$ cat src/logic/swd_pkg.sv
package swd_pkg;

  localparam int unsigned NumSrc = 4;

  // Source slots, one byte lane of the mode register each
  localparam int unsigned SrcCalendar = 0;
  localparam int unsigned SrcSix      = 1;
  localparam int unsigned SrcSeven    = 2;
  localparam int unsigned SrcRemote   = 3;

  // Register word indices; byte address is four times the index
  localparam logic [5:0] IdxMode    = 6'h00;
  localparam logic [5:0] IdxClear   = 6'h01;
  localparam logic [5:0] IdxPending = 6'h02;

  // Field layout inside each source byte; ClrLsb is the code position in the clear word
  localparam int unsigned SrcStride = 8;
  localparam int unsigned EnPos     = 0;
  localparam int unsigned SeenLsb   = 2;
  localparam int unsigned ModeLsb   = 4;
  localparam int unsigned ClrLsb    = 0;

  typedef enum logic [2:0] {
    ModeLow  = 3'h0,
    ModeHigh = 3'h1,
    ModeFall = 3'h2,
    ModeRise = 3'h3,
    ModeBoth = 3'h4
  } swd_mode_t;

  localparam logic [2:0] ModeReset = 3'h2;
  localparam logic       EnReset   = 1'h0;

  localparam logic [1:0] SeenNone = 2'h0;
  localparam logic [1:0] SeenRise = 2'h1;
  localparam logic [1:0] SeenFall = 2'h2;

  // Request-clear codes per slot, slot 0 in the low bits
  localparam logic [19:0] ClrCodes = {5'h0B, 5'h0A, 5'h09, 5'h08};

endpackage

$ cat src/logic/swd_if.sv
`timescale 1ns/1ps

interface swd_src_if;
  logic [2:0] mode;
  logic       enable;
  logic       clear;
  logic       request;
  logic [1:0] seen;
  modport ctl (output mode, output enable, output clear,
               input request, input seen);
  modport det (input mode, input enable, input clear,
               output request, output seen);
endinterface

interface swd_reg_if;
  logic        wrStb;
  logic [5:0]  index;
  logic [31:0] wdata;
  logic [31:0] rdata;
  modport slv  (output wrStb, output index, output wdata, input rdata);
  modport core (input wrStb, input index, input wdata, output rdata);
endinterface

$ cat src/logic/swd_detect.sv
`timescale 1ns/1ps

module swd_detect (
  input  wire logic sys_clk,
  input  wire logic resetn,
  input  wire logic sigIn,
  swd_src_if.det    src
);

  typedef struct packed {
    logic       prev;
    logic       primed;
    logic       req;
    logic [1:0] seen;
  } swd_det_state_t;

  swd_det_state_t state_q;
  swd_det_state_t state_d;
  logic           rise;
  logic           fall;
  logic           hit;

  ////////////////////////////////////////////////////////////////////////////
  always_comb begin
    state_d = state_q;
    // No edge before the first sample, avoids a false edge out of reset
    rise = state_q.primed & sigIn & ~state_q.prev;
    fall = state_q.primed & ~sigIn & state_q.prev;
    case (src.mode)
      swd_pkg::ModeLow:  hit = ~sigIn;
      swd_pkg::ModeHigh: hit = sigIn;
      swd_pkg::ModeFall: hit = fall;
      swd_pkg::ModeRise: hit = rise;
      swd_pkg::ModeBoth: hit = rise | fall;
      default:           hit = 1'b0;
    endcase
    state_d.prev   = sigIn;
    state_d.primed = 1'b1;
    state_d.req = (state_q.req & ~src.clear) | (src.enable & hit);
    if (src.clear) begin
      state_d.seen = swd_pkg::SeenNone;
    end
    if (src.mode == swd_pkg::ModeBoth && src.enable) begin
      state_d.seen = state_d.seen
                   | (rise ? swd_pkg::SeenRise : swd_pkg::SeenNone)
                   | (fall ? swd_pkg::SeenFall : swd_pkg::SeenNone);
    end
  end

  always_ff @(posedge sys_clk or negedge resetn) begin
    if (!resetn) begin
      state_q <= '0;
    end else begin
      state_q <= state_d;
    end
  end

  assign src.request = state_q.req;
  assign src.seen    = state_q.seen;

endmodule

$ cat src/logic/swd_avs.sv
`timescale 1ns/1ps

module swd_avs (
  input  wire logic        sys_clk,
  input  wire logic        resetn,
  input  wire logic [7:0]  avs_address,
  input  wire logic        avs_read,
  input  wire logic        avs_write,
  input  wire logic [31:0] avs_writedata,
  output logic      [31:0] avs_readdata,
  output logic             avs_waitrequest,
  swd_reg_if.slv           rb
);

  typedef struct packed {
    logic        ack;
    logic [31:0] rdata;
  } swd_avs_state_t;

  swd_avs_state_t state_q;
  swd_avs_state_t state_d;

  ////////////////////////////////////////////////////////////////////////////
  // Fixed one wait cycle: read data latched in the first cycle
  always_comb begin
    state_d     = state_q;
    state_d.ack = (avs_read | avs_write) & ~state_q.ack;
    if (avs_read && !state_q.ack) begin
      state_d.rdata = rb.rdata;
    end
  end

  always_ff @(posedge sys_clk or negedge resetn) begin
    if (!resetn) begin
      state_q <= '0;
    end else begin
      state_q <= state_d;
    end
  end

  assign avs_waitrequest = (avs_read | avs_write) & ~state_q.ack;
  assign avs_readdata    = state_q.rdata;
  assign rb.wrStb        = avs_write & state_q.ack;
  assign rb.index        = avs_address[7:2];
  assign rb.wdata        = avs_writedata;

endmodule

$ cat src/logic/swd_top.sv
// Behaviour
// - input seven mode field, five codes
// - input six mode field, same codes
// - seen-edge fields report rise, fall, both
// - seen edge valid only in both-edge mode
// - request clear also wipes seen edge
`timescale 1ns/1ps

module swd_top (
  input  wire logic        sys_clk,
  input  wire logic        resetn,
  input  wire logic [7:0]  avs_address,
  input  wire logic        avs_read,
  input  wire logic        avs_write,
  input  wire logic [31:0] avs_writedata,
  output logic      [31:0] avs_readdata,
  output logic             avs_waitrequest,
  input  wire logic        extIrqSix,
  input  wire logic        extIrqSeven,
  input  wire logic        remoteReceiveOneEvent,
  input  wire logic        clockCalendarEvent,
  output logic      [3:0]  wakeRequest
);

  typedef struct packed {
    logic [swd_pkg::NumSrc-1:0][2:0] mode;
    logic [swd_pkg::NumSrc-1:0]      enable;
  } swd_top_state_t;

  swd_top_state_t             state_q;
  swd_top_state_t             state_d;
  logic [swd_pkg::NumSrc-1:0] sigIn;
  logic [swd_pkg::NumSrc-1:0] reqVec;
  logic [swd_pkg::NumSrc-1:0][1:0] seenVec;

  swd_reg_if rb ();
  swd_src_if src [swd_pkg::NumSrc] ();

  ////////////////////////////////////////////////////////////////////////////
  function automatic logic [31:0] packMode(
    input logic [swd_pkg::NumSrc-1:0][2:0] mode,
    input logic [swd_pkg::NumSrc-1:0]      enable,
    input logic [swd_pkg::NumSrc-1:0][1:0] seen
  );
    logic [31:0] w;
    w = 32'h0000_0000;
    for (int i = 0; i < swd_pkg::NumSrc; i++) begin
      w[i*swd_pkg::SrcStride + swd_pkg::EnPos]     = enable[i];
      w[i*swd_pkg::SrcStride + swd_pkg::SeenLsb +: 2] = seen[i];
      w[i*swd_pkg::SrcStride + swd_pkg::ModeLsb +: 3] = mode[i];
    end
    return w;
  endfunction

  assign sigIn[swd_pkg::SrcCalendar] = clockCalendarEvent;
  assign sigIn[swd_pkg::SrcSix]      = extIrqSix;
  assign sigIn[swd_pkg::SrcSeven]    = extIrqSeven;
  assign sigIn[swd_pkg::SrcRemote]   = remoteReceiveOneEvent;

  swd_avs u_avs (
    .sys_clk         (sys_clk),
    .resetn          (resetn),
    .avs_address     (avs_address),
    .avs_read        (avs_read),
    .avs_write       (avs_write),
    .avs_writedata   (avs_writedata),
    .avs_readdata    (avs_readdata),
    .avs_waitrequest (avs_waitrequest),
    .rb              (rb.slv)
  );

  ////////////////////////////////////////////////////////////////////////////
  for (genvar g = 0; g < swd_pkg::NumSrc; g++) begin : gSrc
    assign src[g].mode   = state_q.mode[g];
    assign src[g].enable = state_q.enable[g];
    assign src[g].clear  = rb.wrStb && rb.index == swd_pkg::IdxClear
                        && rb.wdata[swd_pkg::ClrLsb +: 5]
                           == swd_pkg::ClrCodes[g*5 +: 5];
    assign reqVec[g]     = src[g].request;
    assign seenVec[g]    = src[g].seen;

    swd_detect u_det (
      .sys_clk (sys_clk),
      .resetn  (resetn),
      .sigIn   (sigIn[g]),
      .src     (src[g])
    );
  end

  ////////////////////////////////////////////////////////////////////////////
  // Prohibited codes are stored as written but detect nothing
  always_comb begin
    state_d = state_q;
    if (rb.wrStb && rb.index == swd_pkg::IdxMode) begin
      for (int i = 0; i < swd_pkg::NumSrc; i++) begin
        state_d.mode[i] =
          rb.wdata[i*swd_pkg::SrcStride + swd_pkg::ModeLsb +: 3];
        state_d.enable[i] =
          rb.wdata[i*swd_pkg::SrcStride + swd_pkg::EnPos];
      end
    end
  end

  always_ff @(posedge sys_clk or negedge resetn) begin
    if (!resetn) begin
      for (int i = 0; i < swd_pkg::NumSrc; i++) begin
        state_q.mode[i]   <= swd_pkg::ModeReset;
        state_q.enable[i] <= swd_pkg::EnReset;
      end
    end else begin
      state_q <= state_d;
    end
  end

  ////////////////////////////////////////////////////////////////////////////
  always_comb begin
    case (rb.index)
      swd_pkg::IdxMode:
        rb.rdata = packMode(state_q.mode, state_q.enable, seenVec);
      swd_pkg::IdxPending:
        rb.rdata = {28'h000_0000, reqVec};
      default:
        rb.rdata = 32'h0000_0000;
    endcase
  end

  assign wakeRequest = reqVec;

endmodule

$ cat config.mk
export PLATFORM = sky130hd
export DESIGN_NAME = swd_top
export DESIGN_NICKNAME = d
export VERILOG_FILES = /design/src/logic/swd_pkg.sv /design/src/logic/swd_if.sv /design/src/logic/swd_detect.sv /design/src/logic/swd_avs.sv /design/src/logic/swd_top.sv
export SDC_FILE = /design/constraint.sdc
export NUM_CORES = 1
export LEC_CHECK = 0
export ABC_AREA = 1
export BUFFER_PORTS_ARGS = -buffer_cell sky130_fd_sc_hd__buf_2
export CAP_MARGIN = 10
export CORE_ASPECT_RATIO = 2
export CORE_MARGIN = 2
export CORE_UTILIZATION = 45
export CTS_BUF_LIST = sky130_fd_sc_hd__clkbuf_8 sky130_fd_sc_hd__clkbuf_16
export DETAILED_ROUTE_END_ITERATION = 12
export PLACE_DENSITY_LB_ADDON = 0.3
export SKIP_CTS_REPAIR_TIMING = 1
export SYNTH_ARGS = -nofsm -noshare
export SYNTH_HDL_FRONTEND = slang
export SYNTH_HIERARCHICAL = 1
export SYNTH_SLANG_ARGS = --single-unit
$ cat constraint.sdc
create_clock -name sys_clk -period 1.7 [get_ports sys_clk]
set_clock_uncertainty 0.05 [all_clocks]
set_input_delay 0.085 -clock sys_clk [delete_from_list [all_inputs] [get_ports sys_clk]]
set_output_delay 0.085 -clock sys_clk [all_outputs]
set_load 0.05 [all_outputs]
* Word-level counts from Yosys, hierarchy flattened
Cells that the tools add are included.
** Cells by class
- Equal/unequal tests :: 22
- Reductions and logical operators :: 17
- Bitwise operators :: 56
- Muxes and demuxes :: 21
** Operator list (number)
- 31-bit one-hot mux with 2 select lines :: 1
- 1-bit bitwise AND :: 26
- 3-bit by 2-bit equality test with 1-bit output, second input constant :: 8
- 2-bit 2-to-1 mux :: 12
- 5-bit by 4-bit equality test with 1-bit output, second input constant :: 4
- 1-bit one-hot mux with 5 select lines :: 4
- 2-bit bitwise OR :: 8
- 1-bit NOT :: 13
- 3-bit by 1-bit equality test with 1-bit output, second input constant :: 4
- 3-bit equality test, second input constant :: 4
- 3-bit logical NOT :: 4
- 1-bit logical AND :: 11
- 1-bit bitwise OR :: 9
- 6-bit by 1-bit equality test with 1-bit output, second input constant :: 1
- 6-bit by 2-bit equality test with 1-bit output, second input constant :: 1
- 6-bit logical NOT :: 1
- 1-bit 2-to-1 mux :: 4
- 1-bit logical NOT :: 1
** Storage, ports and cells
- Input port bits :: 48
- Output and inout port bits :: 37
- Logic and storage cells :: 136
- Register bits :: 66

* Depth between registers and ports, before layout
Gate-level depths: netlist of the first run.
- Depth in word-level cells :: 7
- Mapped depth :: 10

* Modules after synthesis
The synthesis of the first run kept the hierarchy.
** By module, submodules not included
- swd_avs :: times used 1, area an instance 1978.1 um^2, cells an instance 215, sequential area each 825.8 um^2
- swd_detect :: times used 4, area an instance 280.3 um^2, cells an instance 39, sequential area each 125.1 um^2
- swd_top :: times used 1, area an instance 1059.8 um^2, cells an instance 153, sequential area each 405.4 um^2

* Worst setup path after synthesis of the first run
Ideal clock, no wire load.
- Path kind :: flip-flop to flip-flop
- Start point :: reg u_avs/state_q[32] (netlist name)
- End point :: reg gSrc[2].u_det.state_q, in the netlist gSrc[2].u_det/src.seen[0]
- Setup slack :: 398 ps
- Path buffers :: 1
- Data arrival time :: 1130 ps
- Required time :: 1527 ps
- Cell stages (with the launch flop) :: 11
- Clock period less this slack :: 1302 ps
- Cells stage by stage :: dfrtp_1 nand2_1 inv_1 buf_2 nand3_1 nor2_1 nand2_1 nor2_1 inv_1 nand2_1 o21ai_1
** RTL lines
- start, declared :: line swd_avs.sv:20 : swd_avs_state_t state_q;
- start signal, assigned :: line swd_avs.sv:37 : state_q <= state_d;
- end signal, assigned :: line swd_detect.sv:54 : state_q <= state_d;
- end, declared :: line swd_detect.sv:17 : swd_det_state_t state_q;

* Worst setup path after layout of the first run
- Start point :: reg u_avs/state_q[32] (netlist name)
- End point :: out avs_waitrequest
** On the way
- Word-level cells in the longest chain between the ends :: 2
** Ends and longest elaborated chain
- 1-bit NOT :: line swd_avs.sv:41 : assign avs_waitrequest = (avs_read | avs_write) & ~state_q.ack;
- 1-bit bitwise AND :: line swd_avs.sv:41
- end, declared :: line swd_top.sv:17 : output logic avs_waitrequest,
Every way passes these cells.

==> results of run 1 <==
metrics by stage:
step	worst slack (ns)	total power (W)
2_1_floorplan	0.398	0.00282
3_3_place_gp	0.265	0.00286
3_5_place_dp	0.251	0.00288
4_1_cts	0.0224	0.00472
5_1_grt	0.0366	0.00493
6_report	0.155	0.00471
worst register-to-register path, cell delays in order, from the launching register on:
cell	delay, ns
dfrtp_1	0.39
nand2_1	0.08
inv_1	0.15
nand3_1	0.10
nor2_1	0.14
nand2_1	0.08
nor2_1	0.15
inv_1	0.10
nand2_1	0.07
o21ai_1	0.06
where the power goes:
| part | internal (W) | switching (W) | leakage (nW) | total (W) |
|---|---|---|---|---|
| clock | 0.00119 | 0.000624 | 0.155 | 0.00181 |
| combinational | 0.000282 | 0.000678 | 1.27 | 0.000960 |
| sequential | 0.00179 | 0.000141 | 0.902 | 0.00193 |
| total | 0.00326 | 0.00144 | 2.33 | 0.00471 |
final timing paths:
check / start / end / slack [ns] / cells after the start
min in group asynchronous: resetn / u_avs/avs_readdata[21] / 0.19 / 2
hold reg to reg: u_avs/avs_readdata[25] / u_avs/avs_readdata[25] / 0.41 / 2
setup / recovery: u_avs/state_q[32] / avs_waitrequest / 0.15 / 4
setup reg to reg: u_avs/state_q[32] / gSrc[1].u_det/src.seen[1] / 0.21 / 9
hold / removal: avs_writedata[0] / src[0].enable / -0.02 / 3
max in group asynchronous: resetn / src[1].mode[1] / 0.72 / 3
per-layer routing:
layer | vias up | global-route usage | share of wire
met1 | 1341 | 0.195 | 0.41
met4 | 0 | 0.0745 | 0.020
met3 | 10 | 0.0306 | 0.034
met2 | 49 | 0.288 | 0.53
met5 | - | 0 | 0
li1 | 1542 | - | -
sequential cells by signal (all words and copies together) (netlist names):
name	cells
gSrc.u_det/src.seen	8
src.mode	12
u_avs/state_q	1
gSrc.u_det/src.request	4
src.enable	4
u_avs/avs_readdata	32
gSrc.u_det/state_q	8
cell type report:
class                   count  area [µm²]
clock buffers              11         253
clock inverters             4        41.3
fillers                   853        4450
inverters                  49         186
multi-input cells         314        1490
flip-flops and latches     69        1730
well taps                 102         128
repair buffers             96         616
==> flow_summary.json, run 1 <==
{
  "maxCapViolations": 0,
  "numCtsBuffers": 9,
  "power.density_mw_per_mm2": 1060,
  "grt_pass1_vias": 2815,
  "insertion_delay_ns": 0.32,
  "status": "finished, violations left",
  "failed_checks": "hold timing",
  "crit_chain": "inv_4 > nand2_8 > nand2_1 > clkbuf_4",
  "io_pins": 85,
  "arrival_ns": 1.41,
  "setup_viol_count_final": 0,
  "cts.sinks": 69,
  "tightest_slew_ns": 0.653,
  "rsz0062_at_grt": "false",
  "irDropWorstVdd_mv": 0.678,
  "nets": 587,
  "min_period_ns": 1.55,
  "dp.cells": 608,
  "grt_overflow": 0,
  "vias": 2942,
  "drive_above_1_share": 0.274,
  "fmax_mhz": 647,
  "crit_family": "buffers and inverters",
  "final_max_slew_viol_count": 0,
  "antenna_cells": 0,
  "gp_congestion": 0.839,
  "h-tree-depth": 3,
  "clockRootBuffer": "clkbuf_16",
  "rows": 49,
  "design_area_mm2": 0.00444,
  "grt_max_degree": 52,
  "drt-total-wl_mm": 7.76,
  "ctsLongestPathBuffers": 2,
  "port_buffers": 69,
  "antenna_found_initial": 0,
  "hpwlAfterDp_mm": 5.63,
  "ant_nets": 0,
  "core_mm2": 0.00889,
  "slowest_stage": "dfrtp_1",
  "grt_pass1_wl_mm": 13.1,
  "drt_iter0_drc": 193,
  "final_core_util": 0.500,
  "ys_warn_count": 6,
  "drc": 0,
  "maxSlewHeadroom": 0.564,
  "dieArea_mm2": 0.00985,
  "most-common-layout-cells": "nand2_1, buf_2, nand3_1, dfrtp_1, nor2_1",
  "first_pass_iters": 4,
  "vias_per_cell": 4.56,
  "grtUsageTotal": 0.166,
  "crit_buf_inv": 2,
  "dieWidth_um": 71.2,
  "synthesis.area_mm2": 0.00406,
  "die_h_um": 138,
  "crit_type": "reg2out",
  "cp-end-kind": "output pin",
  "initial_core_util": 0.457,
  "start_kind": "flop",
  "clk_pin_slew_worst_paths_ns": 0.05,
  "syn_area_per_cell_um2": 7.95,
  "cts_tree": "done",
  "critPathRequiredTime_ns": 1.56,
  "finalHoldViolations": 1,
  "post-route-period-util": 0.909,
  "leakagePower_nw": 2.33,
  "final_common_cell": "nand2_1",
  "wl_per_cell_um": 12.0,
  "place_area_mm2": 0.00393,
  "fin_cells": 645,
  "hold_slack_ns": -0.0207,
  "syn2layout_area_growth_pct": 9.40,
  "hold_path_class": "in2reg",
  "critPathMaxStageDelay_ns": 0.41,
  "tns_ns": 0,
  "path_max_fanout": 17,
  "netlist_instances": 511
}
No activity file was read; power rests on OpenSTA's default activity.
==> run 2, diff against run 1 <==
--- a/config.mk
+++ b/config.mk
@@ -5,7 +5,6 @@
 export SDC_FILE = /design/constraint.sdc
 export NUM_CORES = 1
 export LEC_CHECK = 0
-export ABC_AREA = 1
 export BUFFER_PORTS_ARGS = -buffer_cell sky130_fd_sc_hd__buf_2
 export CAP_MARGIN = 10
 export CORE_ASPECT_RATIO = 2
==> flow_summary.json, run 2 <==
{
  "drt-met1-wl_mm": 2.93,
  "post-route-period-util": 0.921,
  "arrival_ns": 1.73,
  "ant_nets": 0,
  "h-tree-depth": 3,
  "start_kind": "flop",
  "vias_per_cell": 5.01,
  "r2r-end": "gSrc[1].u_det/src.request",
  "p_comb_frac": 0.191,
  "setup_viol_count_final": 0,
  "top_layer": "met4",
  "grt_pass1_wl_mm": 11.3,
  "wl_met3_um": 261,
  "swShare": 0.296,
  "insertion_delay_ns": 0.33,
  "antenna_found_initial": 0,
  "critPathRequiredTime_ns": 1.86,
  "final.setup.worst_slack_ns": 0.134,
  "min_delay_worst_endpoint": "u_avs/state_q[32]",
  "crit_buf_inv": 1,
  "first_pass_iters": 4,
  "irDropWorstVdd_mv": 0.757,
  "initial_core_util": 0.464,
  "switchingPower_w": 0.00134,
  "synthesis.area_mm2": 0.00384,
  "cts.sinks": 69,
  "path_max_fanout": 3,
  "core_mm2": 0.00829,
  "vias": 2274,
  "grt_pass1_vias": 2246,
  "hold_slack_ns": -0.0287,
  "die_h_um": 135,
  "worst_r2r_startpoint": "u_avs/state_q[32]",
  "netlist_instances": 310,
  "drive_above_1_share": 0.449,
  "internal_power_w": 0.00318,
  "port_buffers": 69,
  "hpwlAfterDp_mm": 4.91,
  "fmax_mhz": 638,
  "gp_congestion": 0.747,
  "power.share.clock": 0.385,
  "drc": 0,
  "slowest_stage": "a221o_2",
  "leakagePower_nw": 2.17,
  "hold_path.startpoint": "avs_read",
  "clockRootBuffer": "clkbuf_16",
  "fill_cells": 728,
  "finalHoldViolations": 1,
  "cts_tree": "done",
  "dieArea_mm2": 0.00934,
  "cp-end-kind": "flop",
  "drt_iter0_drc": 170,
  "place_ws_ns": -0.134,
  "critPathMaxStageDelay_ns": 0.39,
  "reg2reg_slack_ns": 0.13,
  "most-common-layout-cells": "buf_2, dfrtp_1, mux2_4, and2_1, dlygate4sd3_1",
  "power_frac_seq": 0.424,
  "grt_overflow": 0,
  "grt_max_degree": 70,
  "maxCapViolations": 0,
  "largest_register_ffs": 32,
  "crit_family": "simple AND/OR/NAND/NOR gates",
  "tns_ns": 0,
  "syn2layout_area_growth_pct": 13.7,
  "design_power_total_w": 0.00452,
  "ys_warn_count": 6,
  "ff2ff_path_depth": 6,
  "io_pins": 85,
  "rsz0062_at_grt": "false",
  "crit_chain": "and2_1 > nor2b_4 > nand3_1 > nor3_2 > inv_1 > a221o_2",
  "dieWidth_um": 69.4,
  "clk_pin_slew_worst_paths_ns": 0.05,
  "numCtsBuffers": 9,
  "dp.cells": 415,
  "failed_checks": "hold timing",
  "drt-total-wl_mm": 7.07,
  "final_max_slew_viol_count": 0,
  "syn_area_per_cell_um2": 12.4,
  "grtUsageTotal": 0.157,
  "final_common_cell": "buf_2",
  "rows": 47,
  "min_period_ns": 1.57,
  "hold_depth": 3,
  "crit_type": "reg2reg",
  "power.density_mw_per_mm2": 1030,
  "fin_cells": 454,
  "ctsLongestPathBuffers": 2,
  "wl_per_cell_um": 15.6,
  "hold_path_class": "in2reg",
  "status": "finished, violations left",
  "nets": 399,
  "antenna_cells": 0,
  "wl_met2_mm": 3.73
}
[run 2: cell types whose count changed in the layout (fill, tap and decap cells not counted), sizes merged, moves of 18 or more]
| cell | delta |
|---|---|
| and2 | +18 |
| mux2 | +48 |
| nand3 | -70 |
| inv | -43 |
| nand2 | -144 |
| nor2 | -50 |
[run 2: per-stage QoR]
step / utilization / area, µm²
floorplan: - / 3870
global placement: 0.462 / 3830
detailed placement: 0.462 / 3830
CTS: 0.496 / 4110
global route: 0.527 / 4370
finish: 0.527 / 4370
[run 2: power by group through the flow]
stage | Combinational, W | Clock, W | Sequential (W)
floorplan | 0.000801 | 0 | 0.00189
finish | 0.000862 | 0.00174 | 0.00192
global route | 0.000915 | 0.00185 | 0.00194
global placement | 0.000815 | 0 | 0.00194
CTS | 0.000831 | 0.00179 | 0.00192
detailed placement | 0.000827 | 0 | 0.00195
[run 2: layer usage]
layer | global-route usage | vias to the layer above
met3 | 0.0351 | 10
li1 | - | 1067
met5 | 0 | -
met4 | 0.0763 | 0
met2 | 0.265 | 52
met1 | 0.188 | 1145
[run 2: worst min-delay path, cell delays in order]
cell	delay [ns]
buf_2	0.08
nor2_1	0.03
nor2_1	0.10
[run 2: worst max path at each step]
stage	startpoint	end	slack [ns]	cells past startpoint
floorplan	u_avs/state_q[32]	gSrc[0].u_det/src.request	0.04	6
global route	u_avs/state_q[32]	gSrc[2].u_det/src.request	0.02	6
finish	u_avs/state_q[32]	gSrc[1].u_det/src.request	0.13	6
global placement	u_avs/state_q[32]	gSrc[1].u_det/src.request	-0.15	6
CTS	u_avs/state_q[32]	gSrc[1].u_det/src.request	-0.16	6
detailed placement	u_avs/state_q[32]	gSrc[1].u_det/src.request	-0.13	6
[run 2: cell type report]
type / count / area (µm²) / share of cell area
clock buffer: 11 / 253 / 0.0578
multi-input combinational: 166 / 1540 / 0.352
clock inverter: 5 / 26.3 / 0.00601
tap: 98 / 123 / 0.0281
inverter: 4 / 15.0 / 0.00344
timing repair buffer: 101 / 686 / 0.157
sequential: 69 / 1730 / 0.396
==> run 3, diff against run 2 <==
--- a/config.mk
+++ b/config.mk
@@ -9,7 +9,7 @@
 export CAP_MARGIN = 10
 export CORE_ASPECT_RATIO = 2
 export CORE_MARGIN = 2
-export CORE_UTILIZATION = 45
+export CORE_UTILIZATION = 55
 export CTS_BUF_LIST = sky130_fd_sc_hd__clkbuf_8 sky130_fd_sc_hd__clkbuf_16
 export DETAILED_ROUTE_END_ITERATION = 12
 export PLACE_DENSITY_LB_ADDON = 0.3
==> flow_summary.json, run 3 (same netlist as run 2, synthesis figures left out) <==
{
  "maxCapViolations": 0,
  "hpwlAfterDp_mm": 4.44,
  "r2r-end": "src[3].enable",
  "switchingPower_w": 0.00129,
  "setup_viol_count_final": 0,
  "vias": 2194,
  "gp_congestion": 0.763,
  "drive_above_1_share": 0.446,
  "fmax_mhz": 606,
  "syn2layout_area_growth_pct": 12.3,
  "io_pins": 85,
  "drt-total-wl_mm": 6.15,
  "dieArea_mm2": 0.00772,
  "antenna_found_initial": 0,
  "final_max_slew_viol_count": 0,
  "grt.busiest_layer": "met2",
  "p_comb_frac": 0.191,
  "power_frac_seq": 0.429,
  "internal_power_w": 0.00318,
  "largest_register_ffs": 32,
  "ctsLongestPathBuffers": 2,
  "clockRootBuffer": "clkbuf_16",
  "clk_pin_slew_worst_paths_ns": 0.05,
  "final_core_util": 0.632,
  "die_h_um": 122,
  "most-common-layout-cells": "buf_2, dfrtp_1, mux2_4, and2_1, dlygate4sd3_1",
  "power.share.clock": 0.381,
  "grtUsageTotal": 0.175,
  "arrival_ns": 1.81,
  "min_delay_worst_endpoint": "u_avs/state_q[32]",
  "nets": 397,
  "drc": 0,
  "finalHoldViolations": 1,
  "design_power_total_w": 0.00446,
  "failed_checks": "hold timing",
  "wl_per_cell_um": 13.8,
  "grt_use_met3": 0.0449,
  "start_kind": "flop",
  "initial_core_util": 0.563,
  "power.density_mw_per_mm2": 1030,
  "final_common_cell": "buf_2",
  "hold_path_class": "in2reg",
  "irDropWorstVdd_mv": 0.792,
  "reg2reg_slack_ns": 0.05,
  "drt_iter0_drc": 65,
  "vias_per_cell": 4.94,
  "grt_pass1_wl_mm": 10.2,
  "numCtsBuffers": 9,
  "cts_tree": "done",
  "dieWidth_um": 63.1,
  "path_max_fanout": 16,
  "leakagePower_nw": 2.15,
  "rsz0062_at_grt": "true",
  "hold_path.startpoint": "avs_read",
  "ant_nets": 0,
  "h-tree-depth": 3,
  "rows": 43,
  "insertion_delay_ns": 0.33,
  "grt_overflow": 0,
  "grt_max_degree": 44,
  "hold_depth": 3,
  "crit_type": "reg2reg",
  "cp-end-kind": "flop",
  "swShare": 0.289,
  "worst_r2r_startpoint": "u_avs/state_q[32]",
  "hold_slack_ns": -0.00391,
  "grt_pass1_vias": 2072,
  "grtUsageMet1": 0.233,
  "core_mm2": 0.00683,
  "grtUsageMet2": 0.261,
  "min_period_ns": 1.65,
  "antenna_cells": 0,
  "first_pass_iters": 4,
  "fill_cells": 550,
  "ff2ff_path_depth": 6,
  "port_buffers": 69,
  "critPathRequiredTime_ns": 1.86,
  "post-route-period-util": 0.970,
  "cts.sinks": 69,
  "status": "finished, violations left"
}
run 3: changes by cell type in the layout (fill, tap and decap cells not counted), sizes merged:
cell	delta
buf	-2
run 3: critical path, stage by stage, from the launching register on:
cell and delay [ns]:
dfrtp_1 0.37, and2_4 0.13, nor2b_4 0.12, buf_6 0.12
buf_4 0.13, nand3b_4 0.22, mux2_2 0.37
run 3: final cells by class:
| class | count | area [µm²] | share of cell area |
|---|---|---|---|
| clock buffer | 11 | 253 | 0.0585 |
| tap | 90 | 113 | 0.0261 |
| clock inverter | 5 | 26.3 | 0.00608 |
| timing repair buffer | 99 | 649 | 0.150 |
| sequential | 69 | 1730 | 0.401 |
| multi-input combinational | 166 | 1530 | 0.355 |
| inverter | 4 | 15.0 | 0.00348 |
run 3: worst max path at each step:
stage,start,to,slack (ns),cells past startpoint
6_report,u_avs/state_q[32],src[3].enable,0.05,6
5_1_grt,u_avs/state_q[32],gSrc[0].u_det/src.request,-0.04,7
4_1_cts,u_avs/state_q[32],gSrc[0].u_det/src.request,-0.006,7
3_5_place_dp,u_avs/state_q[32],gSrc[0].u_det/src.request,0.02,7
3_3_place_gp,u_avs/state_q[32],gSrc[0].u_det/src.request,0.04,7
2_1_floorplan,u_avs/state_q[32],gSrc[0].u_det/src.request,0.04,6
run 3: power groups by stage:
stage | combinational, W | clock [W] | sequential [W]
after floorplan | 0.000801 | 0 | 0.00189
after global placement | 0.000798 | 0 | 0.00194
after detailed placement | 0.000812 | 0 | 0.00195
after CTS | 0.000815 | 0.00174 | 0.00192
after global routing | 0.000902 | 0.00182 | 0.00194
final | 0.000851 | 0.00170 | 0.00191
run 3: layer usage:
metal / vias to the layer above / share of wire
met5: - / 0
met1: 1041 / 0.45
met3: 11 / 0.052
met2: 72 / 0.47
li1: 1070 / -
met4: 0 / 0.024
run 3: metrics by stage:
stage	std cells	setup WS, ns	hold WS [ns]	setup TNS (ns)	area [µm²]
2_1_floorplan	316	0.0394	-0.261	0	3870
6_report	444	0.0511	-0.00391	0	4320
4_1_cts	422	-0.00637	-0.433	-0.00637	4080
3_3_place_gp	406	0.0362	-0.0841	0	3800
3_5_place_dp	406	0.0163	-0.0789	0	3800
5_1_grt	444	-0.0406	0.00385	-0.0522	4320
